`src/core/rx_backend_defines.svh`:
```
// register offsets, field positions, reset values and timing counts for the receiver back end
// Functional notes
// [RL1] enabled and locked stabilizer regenerates the falling edge for 50% duty
// [RL2] stabilizer loop stays idle while sample clock is below 40 MHz
// [RL3] after a clock rate change relock takes 1.5 to 5 us; user waits
// [RL4] while unlocked, internal timing follows the incoming clock duty cycle directly
// [RL5] power-down when register bit set or power-down pin high
// [RL6] sample-data drivers go high impedance during power-down
// [RL7] pin low wakes device; wake-up time grows with time spent powered down
// [RL8] standby keeps reference powered, rest off, wakes faster than power-down
// [RL9] sync input passes an internal synchronizer before aligning the divider
// [RL10] host drives sync as CMOS retimed to the sample clock
// [RL11] samples reach outputs nine sample clocks later, after rising edge
// [RL12] data strobe high carries channels A and C, low carries B and D
// [RL13] output coding selectable as offset binary or twos complement
// [RL14] mid, negative and positive full scale codes as tabled; overrange clamps
// [RL15] requantizer enabled attenuates path by 0.6 dB
// [RL16] requantizer enable per channel, from registers or mode-select pin
// [RL17] band mode 000 is 22 percent band, 57 tuning words
// [RL18] band mode 001 is 33 percent band, 34 tuning words
// [RL19] 6-bit tuning word at 0x3E, band mode bits at 0x3C
// [RL20] mode-select low enables requantizer, high gives plain 11-bit output
// [RL21] mode-select pulled up, so undriven pin disables requantizer
// [RL22] control bit 4 makes channel ignore the mode-select pin
// [RL23] clock divider ratios 1 through 8
// [RL24] with bit 1 of 0x3A set, each valid sync resets the divider
// [RL25] channel ignoring the pin takes enable solely from its register bit
// [RL26] out-of-range tuning words clamp to the mode's largest word
`ifndef RX_BACKEND_DEFINES_SVH
`define RX_BACKEND_DEFINES_SVH

// register offsets
`define ADDR_CLK_DIV 8'h0B
`define ADDR_PWR_CTL 8'h08
`define ADDR_DCS_CTL 8'h09
`define ADDR_FMT_CTL 8'h14
`define ADDR_STATUS 8'h0F
`define ADDR_SYNC_CTL 8'h3A
`define ADDR_REQ_CTL 8'h3C
`define ADDR_REQ_TUNE 8'h3E

// field positions
`define REQ_CTL_EN_BIT 0
`define REQ_CTL_MODE_LSB 1
`define REQ_CTL_IGNORE_BIT 4
`define SYNC_CTL_DIV_BIT 1
`define PWR_CTL_PD_BIT 0
`define PWR_CTL_SB_BIT 1
`define DCS_CTL_EN_BIT 0
`define FMT_CTL_TWOS_BIT 0

// reset values
`define RST_REQ_CTL 8'h00
`define RST_REQ_TUNE 8'h00
`define RST_SYNC_CTL 8'h00
`define RST_PWR_CTL 8'h00
`define RST_DCS_CTL 8'h01
`define RST_FMT_CTL 8'h00
`define RST_CLK_DIV 8'h00

// band modes and tuning limits
`define BAND_22 3'h0
`define BAND_33 3'h1
`define TUNE_MAX_22 6'h38
`define TUNE_MAX_33 6'h21

// data path
`define PIPE_LAT 9
`define ATTEN_GAIN 32'sh0000_3BBA
`define ATTEN_SHIFT 14
`define SHORT_MODE_MASK 16'hFFE0

// timing
`define CLK_MHZ 10
`define RELOCK_MIN_NS 1500
`define RELOCK_MAX_NS 5000
`define RELOCK_CYC ((`RELOCK_MIN_NS * `CLK_MHZ + 999) / 1000)

`endif

```
`src/core/rx_backend_pkg.sv`:
```
// types shared by the receiver back end
package rx_backend_pkg;

    typedef enum logic [1:0] {PWR_RUN, PWR_DOWN, PWR_STANDBY, PWR_WAKE} pwr_state_t;

    // everything the back end keeps between clock edges
    typedef struct packed {
        logic [3:0][7:0] req_ctl;
        logic [3:0][7:0] req_tune;
        logic [7:0] sync_ctl;
        logic [7:0] pwr_ctl;
        logic [7:0] dcs_ctl;
        logic [7:0] fmt_ctl;
        logic [7:0] clk_div;
        logic [7:0] rdata;
        logic [2:0] div_cnt;
        logic sample_tick;
        logic sync_s1;
        logic sync_s2;
        logic sync_s3;
        logic [8:0][3:0][15:0] pipe;
        logic [1:0][15:0] ddr_word;
        logic strobe;
        logic [7:0] lock_cnt;
        logic locked;
        logic [15:0] pd_time;
        logic [15:0] wake_cnt;
        pwr_state_t pwr;
    } state_t;

    // per-channel status towards the analog side
    typedef struct packed {
        logic [3:0] req_enable;
        logic [3:0][2:0] band_mode;
        logic [3:0][5:0] band_tuning_word;
    } chan_status_t;

endpackage

```
`src/core/quad_receiver_digital_backend.sv`:
```
// digital back end of the four-channel receiver: registers, clocking, power and output data
`timescale 1ns/1ps
`default_nettype none
`include "rx_backend_defines.svh"

module quad_receiver_digital_backend #(
    parameter int WAKE_MAX_CYC = 1000,
    parameter int STANDBY_WAKE_CYC = 4
) (
    // clock and reset
    input wire logic core_clk_in,
    input wire logic rst_in,
    // register port
    input wire logic reg_wr_en_in,
    input wire logic reg_rd_en_in,
    input wire logic [7:0] reg_addr_in,
    input wire logic [7:0] reg_wdata_in,
    input wire logic [3:0] reg_chan_mask_in,
    output logic [7:0] reg_rdata_out,
    // pins
    input wire logic power_down_request_in,
    input wire logic mode_select_in,
    input wire logic sync_in,
    // clock monitor
    input wire logic clk_rate_low_in,
    input wire logic clk_rate_change_in,
    // converter samples, signed, one per channel
    input wire logic [3:0][16:0] adc_sample_in,
    // sample data link
    output logic [1:0][15:0] data_pair_out,
    output logic data_oe_n_out,
    output logic output_data_strobe_out,
    // clocking, power and per-channel status
    output logic sample_tick_out,
    output logic duty_cycle_stabilizer_locked_out,
    output logic duty_regen_out,
    output logic reference_powered_out,
    output logic core_powered_out,
    output logic ready_out,
    output rx_backend_pkg::chan_status_t chan_status_out
);

    generate
        if (WAKE_MAX_CYC < 1 || WAKE_MAX_CYC > 65535 || STANDBY_WAKE_CYC < 1 ||
            STANDBY_WAKE_CYC > WAKE_MAX_CYC) begin : g_bad_param
            $error("wake counts out of range");
        end
    endgenerate

    localparam logic [15:0] WAKE_MAX = 16'(WAKE_MAX_CYC);
    localparam logic [15:0] WAKE_SB = 16'(STANDBY_WAKE_CYC);
    localparam logic [7:0] RELOCK = 8'(`RELOCK_CYC);

    rx_backend_pkg::state_t s_q;
    rx_backend_pkg::state_t s_d;
    rx_backend_pkg::chan_status_t chan_st;
    logic [3:0][15:0] coded;
    logic [3:0] wr_sel;
    logic pd_req;
    logic sync_edge;

    // per-channel requantizer enable, band limits and output coding
    genvar ch;
    generate
        for (ch = 0; ch < 4; ch++) begin : g_chan
            logic ignore_pin;
            logic [2:0] mode;
            logic [5:0] tw_raw;
            logic [5:0] tw_max;
            logic signed [16:0] clamped;
            logic signed [31:0] scaled;
            logic [15:0] word;

            assign ignore_pin = s_q.req_ctl[ch][`REQ_CTL_IGNORE_BIT];
            assign mode = s_q.req_ctl[ch][`REQ_CTL_MODE_LSB +: 3];
            assign tw_raw = s_q.req_tune[ch][5:0]; // [RL19]
            // 22 percent band allows words 0..56, 33 percent band 0..33
            assign tw_max = (mode == `BAND_33) ? `TUNE_MAX_33 : `TUNE_MAX_22; // [RL17] [RL18]
            // larger words would push the band past the Nyquist edge, so clamp
            assign chan_st.band_tuning_word[ch] = (tw_raw > tw_max) ? tw_max : tw_raw; // [RL26]
            // undefined mode codes fall back to the 22 percent band
            assign chan_st.band_mode[ch] = (mode == `BAND_33) ? `BAND_33 : `BAND_22;
            // pin low enables; pin high (also the pulled-up idle level) disables
            assign chan_st.req_enable[ch] = ignore_pin ?
                s_q.req_ctl[ch][`REQ_CTL_EN_BIT] : // [RL22] [RL25]
                !mode_select_in; // [RL16] [RL20] [RL21]

            // clamp beyond full scale to the end codes
            always_comb begin
                if ($signed(adc_sample_in[ch]) > 17'sh0_7FFF) begin
                    clamped = 17'sh0_7FFF; // [RL14]
                end else if ($signed(adc_sample_in[ch]) < -17'sh0_8000) begin
                    clamped = -17'sh0_8000; // [RL14]
                end else begin
                    clamped = $signed(adc_sample_in[ch]);
                end
            end

            // 0.6 dB loss through the requantizer, plain 11-bit word otherwise
            assign scaled = (32'(clamped) * `ATTEN_GAIN) >>> `ATTEN_SHIFT; // [RL15]
            assign word = chan_st.req_enable[ch] ? scaled[15:0] :
                (clamped[15:0] & `SHORT_MODE_MASK); // [RL20]
            // offset binary is the twos complement word with its sign bit flipped
            assign coded[ch] = s_q.fmt_ctl[`FMT_CTL_TWOS_BIT] ? word :
                {!word[15], word[14:0]}; // [RL13] [RL14]
        end
    endgenerate

    assign pd_req = s_q.pwr_ctl[`PWR_CTL_PD_BIT] || power_down_request_in; // [RL5]
    // only the second and third synchronizer stages feed the edge detector
    assign sync_edge = s_q.sync_s2 && !s_q.sync_s3; // [RL9] [RL10]

    // channel index mask picks which channels a per-channel write reaches
    always_comb begin
        wr_sel = '0;
        if (reg_wr_en_in) begin
            wr_sel = reg_chan_mask_in;
        end
    end

    // next state
    always_comb begin
        s_d = s_q;

        // register writes
        if (reg_wr_en_in) begin
            if (reg_addr_in == `ADDR_SYNC_CTL) begin
                s_d.sync_ctl = reg_wdata_in;
            end else if (reg_addr_in == `ADDR_PWR_CTL) begin
                s_d.pwr_ctl = reg_wdata_in;
            end else if (reg_addr_in == `ADDR_DCS_CTL) begin
                s_d.dcs_ctl = reg_wdata_in;
            end else if (reg_addr_in == `ADDR_FMT_CTL) begin
                s_d.fmt_ctl = reg_wdata_in;
            end else if (reg_addr_in == `ADDR_CLK_DIV) begin
                s_d.clk_div = {5'h00, reg_wdata_in[2:0]}; // [RL23]
            end
        end
        for (int i = 0; i < 4; i++) begin
            if (wr_sel[i] && reg_addr_in == `ADDR_REQ_CTL) begin
                s_d.req_ctl[i] = {3'h0, reg_wdata_in[4:0]}; // [RL19]
            end else if (wr_sel[i] && reg_addr_in == `ADDR_REQ_TUNE) begin
                s_d.req_tune[i] = {2'h0, reg_wdata_in[5:0]}; // [RL19]
            end
        end

        // register reads, per-channel ones from the lowest selected channel
        if (reg_rd_en_in) begin
            s_d.rdata = 8'h00;
            if (reg_addr_in == `ADDR_SYNC_CTL) begin
                s_d.rdata = s_q.sync_ctl;
            end else if (reg_addr_in == `ADDR_PWR_CTL) begin
                s_d.rdata = s_q.pwr_ctl;
            end else if (reg_addr_in == `ADDR_DCS_CTL) begin
                s_d.rdata = s_q.dcs_ctl;
            end else if (reg_addr_in == `ADDR_FMT_CTL) begin
                s_d.rdata = s_q.fmt_ctl;
            end else if (reg_addr_in == `ADDR_CLK_DIV) begin
                s_d.rdata = s_q.clk_div;
            end else if (reg_addr_in == `ADDR_STATUS) begin
                s_d.rdata = {4'h0, s_q.pwr, ready_out, s_q.locked};
            end else if (reg_addr_in == `ADDR_REQ_CTL || reg_addr_in == `ADDR_REQ_TUNE) begin
                for (int i = 3; i >= 0; i--) begin
                    if (reg_chan_mask_in[i]) begin
                        s_d.rdata = (reg_addr_in == `ADDR_REQ_CTL) ?
                            s_q.req_ctl[i] : s_q.req_tune[i];
                    end
                end
            end
        end

        // sync synchronizer and divider; a sync restarts the count at zero
        s_d.sync_s1 = sync_in;
        s_d.sync_s2 = s_q.sync_s1;
        s_d.sync_s3 = s_q.sync_s2;
        s_d.sample_tick = 1'b0;
        if (sync_edge && s_q.sync_ctl[`SYNC_CTL_DIV_BIT]) begin
            s_d.div_cnt = 3'h0; // [RL24]
        end else if (s_q.div_cnt >= s_q.clk_div[2:0]) begin
            s_d.div_cnt = 3'h0; // [RL23]
            s_d.sample_tick = 1'b1;
        end else begin
            s_d.div_cnt = s_q.div_cnt + 3'h1;
        end

        // nine-sample pipeline, advancing on each sample tick
        if (s_q.sample_tick) begin
            s_d.pipe[0] = coded; // [RL11]
            for (int k = 1; k < `PIPE_LAT; k++) begin
                s_d.pipe[k] = s_q.pipe[k - 1]; // [RL11]
            end
        end

        // double-rate strobe: high phase carries A and C, low phase B and D
        s_d.strobe = !s_q.strobe;
        if (s_d.strobe) begin
            s_d.ddr_word[0] = s_q.pipe[`PIPE_LAT - 1][0]; // [RL12]
            s_d.ddr_word[1] = s_q.pipe[`PIPE_LAT - 1][2]; // [RL12]
        end else begin
            s_d.ddr_word[0] = s_q.pipe[`PIPE_LAT - 1][1]; // [RL12]
            s_d.ddr_word[1] = s_q.pipe[`PIPE_LAT - 1][3]; // [RL12]
        end

        // stabilizer relock timer; idle below 40 MHz or when disabled
        if (!s_q.dcs_ctl[`DCS_CTL_EN_BIT] || clk_rate_low_in) begin
            s_d.locked = 1'b0; // [RL2]
            s_d.lock_cnt = 8'h00;
        end else if (clk_rate_change_in) begin
            s_d.locked = 1'b0; // [RL3]
            s_d.lock_cnt = 8'h00;
        end else if (!s_q.locked) begin
            s_d.lock_cnt = s_q.lock_cnt + 8'h01;
            s_d.locked = (s_q.lock_cnt + 8'h01) >= RELOCK; // [RL3]
        end

        // power sequencing
        case (s_q.pwr)
            rx_backend_pkg::PWR_RUN: begin
                s_d.pd_time = 16'h0000;
                if (pd_req) begin
                    s_d.pwr = rx_backend_pkg::PWR_DOWN; // [RL5]
                end else if (s_q.pwr_ctl[`PWR_CTL_SB_BIT]) begin
                    s_d.pwr = rx_backend_pkg::PWR_STANDBY; // [RL8]
                end
            end
            rx_backend_pkg::PWR_DOWN: begin
                // capacitors drain longer the longer we sit here
                if (s_q.pd_time < WAKE_MAX) begin
                    s_d.pd_time = s_q.pd_time + 16'h0001; // [RL7]
                end
                if (!pd_req) begin
                    s_d.pwr = rx_backend_pkg::PWR_WAKE; // [RL7]
                    s_d.wake_cnt = s_q.pd_time; // [RL7]
                end
            end
            rx_backend_pkg::PWR_STANDBY: begin
                if (pd_req) begin
                    s_d.pwr = rx_backend_pkg::PWR_DOWN;
                end else if (!s_q.pwr_ctl[`PWR_CTL_SB_BIT]) begin
                    s_d.pwr = rx_backend_pkg::PWR_WAKE;
                    s_d.wake_cnt = WAKE_SB; // [RL8]
                end
            end
            default: begin
                if (pd_req) begin
                    s_d.pwr = rx_backend_pkg::PWR_DOWN;
                end else if (s_q.wake_cnt == 16'h0000) begin
                    s_d.pwr = rx_backend_pkg::PWR_RUN;
                end else begin
                    s_d.wake_cnt = s_q.wake_cnt - 16'h0001;
                end
            end
        endcase
    end

    // single state register
    always_ff @(posedge core_clk_in) begin
        if (rst_in) begin
            s_q <= '0;
            s_q.req_ctl <= {4{`RST_REQ_CTL}};
            s_q.req_tune <= {4{`RST_REQ_TUNE}};
            s_q.sync_ctl <= `RST_SYNC_CTL;
            s_q.pwr_ctl <= `RST_PWR_CTL;
            s_q.dcs_ctl <= `RST_DCS_CTL;
            s_q.fmt_ctl <= `RST_FMT_CTL;
            s_q.clk_div <= `RST_CLK_DIV;
            s_q.pwr <= rx_backend_pkg::PWR_RUN;
        end else begin
            s_q <= s_d;
        end
    end

    // outputs
    assign reg_rdata_out = s_q.rdata;
    assign data_pair_out = s_q.ddr_word;
    assign output_data_strobe_out = s_q.strobe;
    // drivers float while powered down, in standby or waking
    assign data_oe_n_out = (s_q.pwr != rx_backend_pkg::PWR_RUN); // [RL6]
    assign sample_tick_out = s_q.sample_tick;
    assign duty_cycle_stabilizer_locked_out = s_q.locked;
    // regenerated 50% edge only when locked, raw input duty otherwise
    assign duty_regen_out = s_q.locked && s_q.dcs_ctl[`DCS_CTL_EN_BIT]; // [RL1] [RL4]
    assign reference_powered_out = (s_q.pwr != rx_backend_pkg::PWR_DOWN); // [RL8]
    assign core_powered_out = (s_q.pwr == rx_backend_pkg::PWR_RUN) ||
        (s_q.pwr == rx_backend_pkg::PWR_WAKE);
    assign ready_out = (s_q.pwr == rx_backend_pkg::PWR_RUN);
    assign chan_status_out = chan_st;

endmodule
`default_nettype wire

```
`config.mk`:
```
export PLATFORM = sky130hd
export DESIGN_NAME = quad_receiver_digital_backend
export DESIGN_NICKNAME = d
export VERILOG_FILES = /design/src/core/rx_backend_pkg.sv /design/src/core/quad_receiver_digital_backend.sv
export VERILOG_INCLUDE_DIRS = /design/src /design/src/core
export SDC_FILE = /design/constraint.sdc
export NUM_CORES = 2
export LEC_CHECK = 0
export ABC_AREA = 1
export BUFFER_PORTS_ARGS = -buffer_cell sky130_fd_sc_hd__buf_2
export CORE_ASPECT_RATIO = 1.2
export CORE_MARGIN = 1
export CORE_UTILIZATION = 50
export DETAILED_ROUTE_END_ITERATION = 16
export PLACE_DENSITY = 0.69
export SETUP_SLACK_MARGIN = 0.4
export SYNTH_ARGS = -nofsm -noshare
export SYNTH_HDL_FRONTEND = slang
export SYNTH_SLANG_ARGS = --single-unit
```
`constraint.sdc`:
```
create_clock -name core_clk_in -period 11.55 [get_ports core_clk_in]
set_clock_uncertainty 0.15 [all_clocks]
set_input_delay 1.7325 -clock core_clk_in [delete_from_list [all_inputs] [get_ports core_clk_in]]
set_output_delay 1.7325 -clock core_clk_in [all_outputs]
set_load 0.01 [all_outputs]
```
==> out/results.txt <==
H-tree depth -> 3
antenna violations before repair -> 0
Yosys cell types -> 65
post-synthesis cell count -> 6,373
part of the Yosys area used for sequential elements -> 0.292
Warnings, synthesis -> 0
Via density -> 5.14
Post-synth EDFFs -> 0
Worst-Skew Late Latency -> 0.62 ns
endpoints failing hold -> 0
critical path class -> input port to flip-flop
Finish-stage setup viols -> 0
startpoint types -> input port
initial DRC count -> 2,665
Worst EP arrival -> 9.04 ns
Critical Path End Type -> flip-flop
first-pass GRT wire length -> 200 mm
Post-CTS Resized -> 0
CP max stage cell -> a21oi_1
GR Util All Layers -> 0.231
Post-Synth Adder-Cell Area -> 0.305
Synth-to-Final Area Change -> 7.56%
die height -> 352 µm
Hold Crit Start -> s_d[652]
# DRC -> 0
Port-buffer cells -> 176
Cells on Worst Hold Path -> 2
Setup Buffers After CTS -> 0
number of max-cap violations -> 0
Num CTS Buffers -> 70
clk root buf -> clkbuf_16
reg-to-reg critical path endpoint -> s_q[112]
Worst Hold Endpoint -> s_q[652]
fraction of layout cells with a size suffix above 1 -> 0.0580
largest family of logic cells by synthesized area -> adder cells
Post-Synth XOR/XNOR Area -> 0.0137
Die Footprint -> 104,000 µm²
Mean Syn Cell Area -> 8.02 µm²
flop and latch count out of synthesis -> 746
synthesized area -> 51,100 µm²
post-synthesis mux area share -> 0
Die X -> 294 µm
RSZ-0062 raised after global routing -> no
CP Data Required Time -> 11.89 ns
vias in the first global route -> 39,900
# clock sinks -> 746
FFs w/ async S/R, synth -> 0
slowest stage delay, CP -> 0.88 ns
site row count -> 128
Top-Level Pins -> 185
Compound-Gate Fraction of Synth Area -> 0.132
simple-gate share of the synthesized area -> 0.155
max_slew headroom -> 0.0693
CTS tree -> yes
status -> complete, no violations
Synth Flop Type -> dfxtp_1
gr ovfl total -> 0
initial cell density of the core -> 0.504
Worst-Margin Slew -> 1.40 ns
# diodes -> 0
Initial DRT Pass Iterations -> 6
worst r2r src -> sample_tick_out
NumNets Final -> 7,387
most frequent cells in the layout -> nor2_1 (1,289), inv_1 (1,019), o21ai_0 (775), dfxtp_1 (745), fa_1 (500)
DR WL/cell -> 15.2 µm
Detail Route Antenna Nets -> 0
clk buf depth -> 3
Final min period -> 8.69 ns
cell mode on critical path -> inv_1
commonest non-fill, non-tap cell in the layout -> nor2_1
Core Area -> 101,000 µm²
Final HPWL DP -> 87.1 mm
vias -> 39,900
DRT Wirelength -> 118 mm
gpl congestion -> 0.930
fmax -> 115 MHz
Final Cycle Share -> 0.753
HP Class -> flip-flop to flip-flop
Worst Path Max Fanout -> 19
largest net degree at the start of global routing -> 283
r2r worst-path depth -> 6
post-route setup TNS -> 0 ns
max-slew violations -> 0
CTS clock-pin slew for the worst setup and hold paths -> 0.06 ns
Hold Buf Count CTS -> 0
reg2reg setup slack -> 7.98 ns
-- state kept, by name, indices dropped and copies added, names as in the netlist --
| signal | flops |
|---|---|
| s_q | 661 |
| data_pair_out | 32 |
| g_chan.tw_raw | 24 |
| g_chan.mode | 12 |
| reg_rdata_out | 8 |
| g_chan.ignore_pin | 4 |
| s_d | 2 |
| duty_cycle_stabilizer_locked_out | 1 |
| output_data_strobe_out | 1 |
| sample_tick_out | 1 |
-- cells by family after synthesis --
| group | count (synthesis) |
|---|---|
| xor gates and xnor gates | 80 |
| adders and majority gates | 945 |
| DFF | 746 |
| AOI/OAI and AO/OA | 1270 |
| buffers and inverters | 1338 |
| and+or+nand+nor | 1992 |
| other | 2 |
-- Yosys cell counts, types with 4 or more instances --
cell,number,share of area
a31o_2,4,0.00069
or2_1,5,0.00061
nand2_1,475,0.035
ha_1,445,0.11
clkbuf_1,244,0.018
and2_1,4,0.00049
nor2_1,1289,0.095
nor3_1,44,0.0043
nor2_2,5,0.00061
a31oi_1,21,0.0026
inv_1,1020,0.075
or2_2,14,0.0017
nand3_1,102,0.010
dfxtp_1,746,0.29
o21ai_1,12,0.0012
nor4_1,10,0.0012
o21bai_1,14,0.0021
nand3b_1,4,0.00059
nand4_1,18,0.0022
o21ai_0,776,0.076
nand3_2,4,0.00078
o21a_1,9,0.0013
a211oi_1,11,0.0016
inv_2,4,0.00029
a21oi_1,341,0.033
nand2_2,10,0.0012
a221oi_1,8,0.0014
xnor2_1,35,0.0060
o21ai_2,4,0.00069
buf_4,49,0.0072
fa_1,500,0.20
xor2_1,45,0.0077
buf_2,15,0.0015
a21o_1,12,0.0018
o211ai_1,31,0.0046
-- per-layer routing --
layer	track usage	up-vias	part of all wire	wire length, µm
met5	0	-	0	0
met4	0.0577	0	0.020	2360
met3	0.0227	166	0.036	4220
met2	0.392	734	0.48	56700
met1	0.315	19000	0.47	55000
li1	-	20000	-	-
-- worst max path at each step --
stage / endpoint / slack, ns / from
6_report: s_q[89] / 2.86 / adc_sample_in[16]
4_1_cts: s_q[89] / 2.77 / adc_sample_in[16]
5_1_grt: s_q[89] / 2.22 / adc_sample_in[16]
3_5_place_dp: s_q[89] / 2.14 / adc_sample_in[16]
2_1_floorplan: s_q[84] / 3.27 / adc_sample_in[16]
3_3_place_gp: s_q[89] / 2.20 / adc_sample_in[16]
-- metrics by stage --
step,setup slack (ns),util,area (µm²),hold slack [ns],std cells
3_3_place_gp,2.20,0.519,52600,0.280,7638
2_1_floorplan,3.27,-,51200,0.238,6383
6_report,2.86,0.542,55000,0.299,7762
5_1_grt,2.22,0.542,55000,0.307,7762
3_5_place_dp,2.14,0.519,52600,0.283,7638
4_1_cts,2.77,0.542,55000,0.302,7762
-- final cells by class --
type	instances	area [µm²]
fillers	9581	46400
repair buffers	201	1100
clock buffers	104	2050
flip-flops and latches	746	14900
inverters	1027	3870
multi-input cells	4299	31000
well taps	1365	1710
clock inverters	20	324
-- critical path, delay by kind of cell --
kind,cells,cell delay [ns]
adder cells (fa/ha/maj),7,3.32
AND/OR/NAND/NOR,9,1.49
buffers and inverters,9,1.34
AO/OA/AOI/OAI,4,1.11
Power is not shown: default switching activity piles up to over one toggle a cycle in this logic, so the estimate is an artifact.
